`src/hdl/shp_pkg.sv`:
```
`default_nettype none
package shp_pkg;
   // ==========================================
   // widths
   localparam int ADDR_W     = 7;
   localparam int DATA_W     = 32;
   localparam int HALF_W     = 16;
   localparam int CSR_IDX_W  = 4;
   // ==========================================
   // address map (word address, bit 0 selects half in 16-bit mode)
   localparam logic [6:0] ADDR_RXQ     = 7'h00;
   localparam logic [6:0] ADDR_TXQ     = 7'h10;
   localparam logic [6:0] ADDR_CSR_LO  = 7'h20;
   localparam logic [6:0] ADDR_CSR_HI  = 7'h3F;
   localparam logic [6:0] ADDR_ENDIAN  = 7'h32;
   localparam int         QSEL_HI      = 6;
   localparam int         QSEL_LO      = 2;
   localparam int         QDIR_BIT     = 1;
   localparam int         HALF_BIT     = 0;
   localparam int         CSR_IDX_LO   = 1;
   // ==========================================
   // constants
   localparam logic [31:0] ENDIAN_WORD  = 32'h8765_4321;
   localparam logic [31:0] CSR_RESET    = 32'h0000_0000;
   localparam logic [15:0] PULL_LEVEL   = 16'h0000;
   localparam int          FIFO_DEPTH   = 4;
   // ==========================================
   // access decode
   typedef enum logic [1:0] {
      SHP_TGT_RXQ  = 2'b00,
      SHP_TGT_TXQ  = 2'b01,
      SHP_TGT_CSR  = 2'b10,
      SHP_TGT_NONE = 2'b11
   } shp_tgt_t;
   typedef enum logic [1:0] {
      SHP_ST_IDLE  = 2'b00,
      SHP_ST_READ  = 2'b01,
      SHP_ST_WRITE = 2'b10
   } shp_state_t;
endpackage
`default_nettype wire

```
`src/hdl/shp_fifo.sv`:
```
`timescale 1ns/100ps
`default_nettype none
module shp_fifo #(
   parameter int WIDTH = 32,
   parameter int DEPTH = 4
) (
   input  wire logic             clk,
   input  wire logic             rst,
   input  wire logic             in_valid,
   output logic                  in_ready,
   input  wire logic [WIDTH-1:0] in_data,
   output logic                  out_valid,
   input  wire logic             out_ready,
   output logic      [WIDTH-1:0] out_data
);
   localparam int PW = $clog2(DEPTH);
   logic [WIDTH-1:0] mem [DEPTH];
   logic [PW-1:0]    wr_ptr;
   logic [PW-1:0]    rd_ptr;
   logic [PW:0]      count;
   logic [PW-1:0]    next_wr_ptr;
   logic [PW-1:0]    next_rd_ptr;
   logic [PW:0]      next_count;
   logic             push;
   logic             pop;
   // ==========================================
   // flags
   assign in_ready  = (count < (PW+1)'(DEPTH));
   assign out_valid = (count != '0);
   assign push      = in_valid && in_ready;
   assign pop       = out_valid && out_ready;
   // ==========================================
   // next state
   always_comb begin
      next_wr_ptr = push ? PW'(wr_ptr + 1'b1) : wr_ptr;
      next_rd_ptr = pop ? PW'(rd_ptr + 1'b1) : rd_ptr;
      next_count  = count;
      if (push && !pop) begin
         next_count = (PW+1)'(count + 1'b1);
      end else if (pop && !push) begin
         next_count = (PW+1)'(count - 1'b1);
      end
   end
   always_ff @(posedge clk or posedge rst) begin
      if (rst) begin
         wr_ptr <= '0;
         rd_ptr <= '0;
         count  <= '0;
      end else begin
         wr_ptr <= next_wr_ptr;
         rd_ptr <= next_rd_ptr;
         count  <= next_count;
      end
   end
   always_ff @(posedge clk) begin
      if (push) begin
         mem[wr_ptr] <= in_data;
      end
   end
   // head word always visible from storage register
   assign out_data = mem[rd_ptr];
endmodule
`default_nettype wire

```
`src/hdl/shp_host_port.sv`:
```
`timescale 1ns/100ps
`default_nettype none
module shp_host_port #(
   parameter int CSR_COUNT = 16
) (
   input  wire logic                       clk,
   input  wire logic                       rst,
   input  wire logic [shp_pkg::ADDR_W-1:0] addr,
   input  wire logic [shp_pkg::DATA_W-1:0] data_in,
   output logic      [shp_pkg::DATA_W-1:0] data_out,
   output logic      [shp_pkg::DATA_W-1:0] data_oe_n,
   output logic      [shp_pkg::HALF_W-1:0] upper_pull_en,
   input  wire logic                       read_strobe_n,
   input  wire logic                       write_strobe_n,
   input  wire logic                       device_select_n,
   input  wire logic                       queue_select,
   input  wire logic                       bus_width_strap,
   input  wire logic                       big_endian,
   input  wire logic                       low_power,
   output logic                            wake,
   output logic                            bus_is_32,
   input  wire logic                       rxq_valid,
   output logic                            rxq_ready,
   input  wire logic [shp_pkg::DATA_W-1:0] rxq_data,
   output logic                            txq_valid,
   input  wire logic                       txq_ready,
   output logic      [shp_pkg::DATA_W-1:0] txq_data
);
   import shp_pkg::*;

   // ==========================================
   // functions
   function automatic shp_tgt_t decode(input logic [ADDR_W-1:0] a, input logic qs);
      if (qs) begin
         decode = a[QDIR_BIT] ? SHP_TGT_TXQ : SHP_TGT_RXQ;
      end else if (a < ADDR_TXQ) begin
         decode = SHP_TGT_RXQ;
      end else if (a < ADDR_CSR_LO) begin
         decode = SHP_TGT_TXQ;
      end else if (a <= ADDR_CSR_HI) begin
         decode = SHP_TGT_CSR;
      end else begin
         decode = SHP_TGT_NONE;
      end
   endfunction
   function automatic logic [DATA_W-1:0] swap(input logic [DATA_W-1:0] w, input logic be);
      swap = be ? {w[7:0], w[15:8], w[23:16], w[31:24]} : w;
   endfunction

   // ==========================================
   // state
   shp_state_t             state;
   shp_state_t             next_state;
   logic                   width32;
   logic                   next_width32;
   logic                   strap_taken;
   logic                   next_strap_taken;
   logic                   read_seen;
   logic                   next_read_seen;
   logic [DATA_W-1:0]      rd_word;
   logic [DATA_W-1:0]      next_rd_word;
   logic [DATA_W-1:0]      wr_hold;
   logic [DATA_W-1:0]      next_wr_hold;
   logic [DATA_W-1:0]      dout;
   logic [DATA_W-1:0]      next_dout;
   logic                   drive;
   logic                   next_drive;
   logic                   wake_q;
   logic                   next_wake;
   logic [DATA_W-1:0]      csr [CSR_COUNT];
   logic                   fifo_in_valid;
   logic                   fifo_in_ready;
   logic [DATA_W-1:0]      fifo_in_data;
   logic                   rd_cyc;
   logic                   wr_cyc;
   logic                   half_hi;
   shp_tgt_t               tgt;
   logic [CSR_IDX_W-1:0]   csr_idx;
   logic [DATA_W-1:0]      host_word;
   logic [DATA_W-1:0]      csr_wr_word;
   logic                   csr_we;
   logic                   is_endian;

   // ==========================================
   // access qualification
   assign rd_cyc  = !device_select_n && !read_strobe_n;
   assign wr_cyc  = !device_select_n && !write_strobe_n;
   assign tgt     = decode(addr, queue_select);
   assign half_hi = !width32 && addr[HALF_BIT];
   assign csr_idx = addr[CSR_IDX_LO +: CSR_IDX_W];
   assign is_endian = (addr[ADDR_W-1:CSR_IDX_LO] == ADDR_ENDIAN[ADDR_W-1:CSR_IDX_LO]);

   // incoming word assembled from halves in 16-bit mode
   always_comb begin
      host_word = data_in;
      if (!width32) begin
         host_word = half_hi ? {data_in[HALF_W-1:0], wr_hold[HALF_W-1:0]}
                             : {wr_hold[DATA_W-1:HALF_W], data_in[HALF_W-1:0]};
      end
   end

   // ==========================================
   // cycle control
   always_comb begin
      next_state       = state;
      next_width32     = width32;
      next_strap_taken = 1'b1;
      next_read_seen   = read_seen;
      next_rd_word     = rd_word;
      next_wr_hold     = wr_hold;
      next_dout        = dout;
      next_drive       = 1'b0;
      next_wake        = 1'b0;
      fifo_in_valid    = 1'b0;
      fifo_in_data     = swap(host_word, big_endian);
      csr_we           = 1'b0;
      csr_wr_word      = swap(host_word, big_endian);
      rxq_ready        = 1'b0;
      if (!strap_taken) begin
         next_width32 = bus_width_strap;
      end
      if (low_power && wr_cyc) begin
         next_wake      = 1'b1;
         next_read_seen = 1'b0;
      end
      case (state)
         SHP_ST_IDLE: begin
            if (rd_cyc && !low_power) begin
               next_state     = SHP_ST_READ;
               next_read_seen = 1'b1;
               next_drive     = 1'b1;
               if (!half_hi) begin
                  case (tgt)
                     SHP_TGT_RXQ: begin
                        next_rd_word = rxq_valid ? swap(rxq_data, big_endian) : '0;
                        rxq_ready    = rxq_valid && width32;
                     end
                     SHP_TGT_CSR: next_rd_word = is_endian ? swap(ENDIAN_WORD, big_endian)
                                                           : swap(csr[csr_idx], big_endian);
                     default:     next_rd_word = '0;
                  endcase
               end
               next_dout = half_hi ? {{HALF_W{1'b0}}, rd_word[DATA_W-1:HALF_W]}
                                   : next_rd_word;
               if (half_hi && tgt == SHP_TGT_RXQ) begin
                  rxq_ready = rxq_valid;
               end
            end else if (wr_cyc && !low_power && read_seen) begin
               next_state = SHP_ST_WRITE;
               if (!width32 && !half_hi) begin
                  next_wr_hold = host_word;
               end else begin
                  fifo_in_valid = (tgt == SHP_TGT_TXQ);
                  csr_we        = (tgt == SHP_TGT_CSR) && !queue_select && !is_endian;
               end
            end
         end
         SHP_ST_READ: begin
            next_drive = rd_cyc;
            if (!rd_cyc) begin
               next_state = SHP_ST_IDLE;
            end
         end
         SHP_ST_WRITE: begin
            if (!wr_cyc) begin
               next_state = SHP_ST_IDLE;
            end
         end
         default: next_state = SHP_ST_IDLE;
      endcase
   end

   always_ff @(posedge clk or posedge rst) begin
      if (rst) begin
         state       <= SHP_ST_IDLE;
         width32     <= 1'b0;
         strap_taken <= 1'b0;
         read_seen   <= 1'b0;
         rd_word     <= '0;
         wr_hold     <= '0;
         dout        <= '0;
         drive       <= 1'b0;
         wake_q      <= 1'b0;
      end else begin
         state       <= next_state;
         width32     <= next_width32;
         strap_taken <= next_strap_taken;
         read_seen   <= next_read_seen;
         rd_word     <= next_rd_word;
         wr_hold     <= next_wr_hold;
         dout        <= next_dout;
         drive       <= next_drive;
         wake_q      <= next_wake;
      end
   end

   // ==========================================
   // control registers
   genvar gi;
   generate
      for (gi = 0; gi < CSR_COUNT; gi++) begin : g_csr
         always_ff @(posedge clk or posedge rst) begin
            if (rst) begin
               csr[gi] <= CSR_RESET;
            end else if (csr_we && csr_idx == CSR_IDX_W'(gi)) begin
               csr[gi] <= csr_wr_word;
            end
         end
      end
   endgenerate

   // ==========================================
   // transmit queue buffer
   shp_fifo #(
      .WIDTH (DATA_W),
      .DEPTH (FIFO_DEPTH)
   ) u_txq (
      .clk       (clk),
      .rst       (rst),
      .in_valid  (fifo_in_valid),
      .in_ready  (fifo_in_ready),
      .in_data   (fifo_in_data),
      .out_valid (txq_valid),
      .out_ready (txq_ready),
      .out_data  (txq_data)
   );

   // ==========================================
   // pins
   assign data_out      = dout;
   assign data_oe_n     = drive ? '0 : '1;
   assign upper_pull_en = width32 ? PULL_LEVEL : ~PULL_LEVEL;
   assign wake          = wake_q;
   assign bus_is_32     = width32;
endmodule
`default_nettype wire

```
`config.mk`:
```
export PLATFORM = sky130hd
export DESIGN_NAME = shp_host_port
export DESIGN_NICKNAME = d
export VERILOG_FILES = /design/src/hdl/shp_pkg.sv /design/src/hdl/shp_fifo.sv /design/src/hdl/shp_host_port.sv
export SDC_FILE = /design/constraint.sdc
export NUM_CORES = 2
export LEC_CHECK = 0
export ABC_AREA = 1
export BUFFER_PORTS_ARGS = -buffer_cell sky130_fd_sc_hd__buf_2
export CAP_MARGIN = 30
export CORE_MARGIN = 2
export CORE_UTILIZATION = 61
export CTS_BUF_LIST = sky130_fd_sc_hd__clkbuf_16
export CTS_CLUSTER_DIAMETER = 200
export DETAILED_ROUTE_END_ITERATION = 8
export PLACE_DENSITY = 0.92
export SETUP_SLACK_MARGIN = 0.15
export SYNTH_ARGS = -nofsm -noshare
export SYNTH_HDL_FRONTEND = slang
export SYNTH_SLANG_ARGS = --single-unit
```
`constraint.sdc`:
```
create_clock -name clk -period 56.8 [get_ports clk]
set_input_delay 5.68 -clock clk [delete_from_list [all_inputs] [get_ports clk]]
set_output_delay 5.68 -clock clk [all_outputs]
set_load 0.01 [all_outputs]
```
==> summary.md <==
| Metric | Value |
|---|---|
| Post-synth EDFFs | 128 |
| CP Data Arrival Time | around 7.9 ns |
| Critical path capture point type | primary output |
| Status | completed |
| GPL Wtd Cong | between 0.8 and 0.9 |
| Share of cells above drive strength 1 | under 10% |
| Relative slew slack | roughly 22% |
| Syn Nets | approximately 4300 |
| Static Leak | around 18 nW |
| Prevailing post-synth register cell | dfrtp_1 |
| Clk_lat worst skew | between 0.6 and 0.7 ns |
| DRC | 0 |
| Initial DRC count | 4394 |
| CTS Root Buffer Type | clkbuf_16 |
| P&R area growth vs syn | 9.36% |
| Synth top area share | around 44% |
| Max frequency | 73.8 MHz |
| Setup crit start kind | input port |
| Worst Tran Pin Value | roughly 1.2 ns |
| Final Skew | approximately 0.033 ns |
| First-pass GRT wire length | between 150000 and 200000 µm |
| Critical path cell sequence | buf_2 > nor2_1 > nand2_1 > nor2_2 > inv_2 > nor4_1 > buf_2 |
| Crit-path slowest cell | nor2_2 |
| Cell with the most instances after synthesis | nand2_1 |
| Synth async-reset ratio | 82.6% |
| Die area | 57900 µm² |
| Via count | 30342 |
| Fin. Hold Viols | 0 |
| Net count, final | roughly 4300 |
| PortBufs | between 150 and 200 |
| CTS tree | done |
| Setup Buffers After CTS | 0 |
| Crit path to | rxq_ready |
| Clock sink count | approximately 730 |
| Data required, critical path | approximately 51 ns |
| Max cap viols | 0 |
| CTS resizes | 0 |
| Critical path class | in2out |
| Register area share after synthesis | 55.6% |
| Synth warn | 0 |
| End of the worst register-to-register path | csr[24] |
| Worst-path fanout max | 37 |
| Syn avg cell area | just over 8 µm² |
| Total gr overflow | 0 |
| DRT Pass-1 Iters | 7 |
| CTS Hold Bufs | 0 |
| Hold_ws | around 0.37 ns |
| Worst VDD drop | roughly 0.00003 V |
| Maximum level of the CTS H-tree | 3 |
| R2R Setup Slk | roughly 53 ns |
| Worst-case reg-to-reg path depth | 9 |
| Period utilisation layout | between 20% and 30% |
| Vias in the first global route | slightly below 30000 |
| RSZ-0062 raised after global routing | false |
| Top post-synthesis cells by area | dfrtp_1, nand2_1, edfxtp_1 |
| ANT nets after route | 0 |
| GRT busiest layer | met2 |
| Met1 Use GR | 41.7% |
| Cell Pwr Density | roughly 33 nW/µm² |
| Setup violators final | 0 |
| Clock slew at reported path FFs | about 0.060 ns |
| Syn Inst Count | ~4200 |
| Starting density of the core | roughly 62% |
| WL/cell | 20.0 µm |
| Clk buf depth | 3 |
| Detailed-placement wirelength estimate | about 54000 µm |
| Met2 usage | between 50 and 60% |
| Largest net degree at the start of global routing | between 150 and 200 |
| Tot Pwr | about 1.2 mW |
| Synthesis-stage register bit count | 734 |
| Setup TNS | 0 ns |
| Post-Syn Area | 34200 µm² |
| Antenna violations before repair | 3 |
| Yosys top cell by area | dfrtp_1 |
| Min-delay worst type | reg2reg |
| Met3 Use GR | about a tenth |
| Post-Route WL | 100000 µm |
| R2r startpoint | bus_is_32 |
| Commonest cells in the netlist | nand2_1, dfrtp_1, o21ai_0 |
| CORE AREA | 55200 µm² |
| Most frequent CP cell | buf_2 |
| Minimum clock period | approximately 14 ns |
| Vias per cell | between 6 and 7 |
| Slew Limit Fails | 0 |
| Chip width | around 240 µm |
| Distinct cells, synth | 37 |
| Num ports | 198 |
| Crit path largest cell delay | ~0.7 ns |
| Total CTS buffers | 72 |
| GRT Overall Usage | about a third |
| Crit. Startpoint | device_select_n |
| Site Rows | between 80 and 90 |
| Die Y-Extent | roughly 240 µm |
-- power breakdown --
part / leakage [nW] / internal (mW) / switching [mW]
Combinational: 7.27 / 0.0535 / 0.139
Sequential: 9.57 / 0.548 / 0.00781
Clock: 1.18 / 0.283 / 0.204
-- state kept, by name, summed over array words and instances, names as in the netlist --
| name | cells |
|---|---|
| read_seen | 1 |
| bus_is_32 | 1 |
| u_txq.count | 3 |
| strap_taken | 1 |
| u_txq.rd_ptr | 2 |
| drive | 1 |
| data_out | 32 |
| wake | 1 |
| csr | 512 |
| wr_hold | 32 |
| state | 2 |
| u_txq.wr_ptr | 2 |
| u_txq.mem | 128 |
| rd_word | 16 |
-- worst max-delay path: cells and delay by family --
kind	cells	cell delay, ns
and+or+nand+nor	4	1.35
buffers and inverters	3	0.83
-- per-layer routing --
| layer | share of wire, % | routed length [µm] | up-vias |
|---|---|---|---|
| met5 | 0.026 | 26 | - |
| met4 | 7.1 | 7150 | 4 |
| met3 | 13 | 13100 | 575 |
| met2 | 45 | 45500 | 2317 |
| met1 | 34 | 34400 | 14183 |
| li1 | - | - | 13263 |
-- cells in the final DEF (no fill, tap or decap), types with 32 or more instances in the layout --
| cell type | Yosys | final |
|---|---|---|
| nand3_1 | 58 | 58 |
| o21ai_0 | 551 | 551 |
| buf_4 | 48 | 43 |
| o22ai_1 | 32 | 32 |
| dfrtp_1 | 606 | 605 |
| buf_2 | 78 | 201 |
| nand4_1 | 55 | 55 |
| a22oi_1 | 39 | 39 |
| nor2_1 | 115 | 106 |
| edfxtp_1 | 128 | 128 |
| o211ai_1 | 33 | 33 |
| clkbuf_16 | 0 | 73 |
| nand2_1 | 1793 | 1793 |
| o21ai_1 | 74 | 74 |
| inv_1 | 335 | 344 |
-- logic make-up (layout without fill, tap and decap cells) --
logic type      count (synthesis)  after routing  synth area share [%]
buf+inv                       703            717                  8.59
compound gates                736            736                  11.4
flops                         734            734                  55.6
other cells                     1              5                0.0110
mux                             9              9                 0.267
simple gates                 2046           2046                  23.7
xor+xnor                        4              4                 0.103
fa+ha+maj                       6              6                 0.242
-- final cells by class --
| cell class | count | area (µm²) |
|---|---|---|
| multi-input combinational | 2802 | 12300 |
| sequential | 734 | 19000 |
| fill | 3775 | 17800 |
| inverter | 340 | 1280 |
| clock inverter | 51 | 510 |
| tap | 748 | 936 |
| antenna | 4 | 10.0 |
| timing repair buffer | 253 | 1510 |
| clock buffer | 73 | 1830 |
-- per-stage QoR --
stage	instance area (µm²)	std cells	utilization, %	worst slack, ns
after floorplan	34200	4239	-	34.16
after global placement	34800	4862	63.1	43.48
after detailed placement	35000	4874	63.3	43.42
after CTS	37300	4998	67.6	43.35
after global routing	37400	5001	67.7	43.22
final	37400	5005	67.7	43.25
-- how the worst min path moves through the flow --
stage / start / to / slack [ns] / depth (start not counted)
finish: csr[209] / csr[209] / 0.37 / 0
floorplan: strap_taken / bus_is_32 / 0.42 / 1
CTS: csr[212] / csr[212] / 0.38 / 0
detailed placement: csr[212] / csr[212] / 0.37 / 0
global placement: csr[205] / csr[205] / 0.36 / 0
global route: csr[195] / csr[195] / 0.39 / 0
Power figures use the tool's default switching activity.
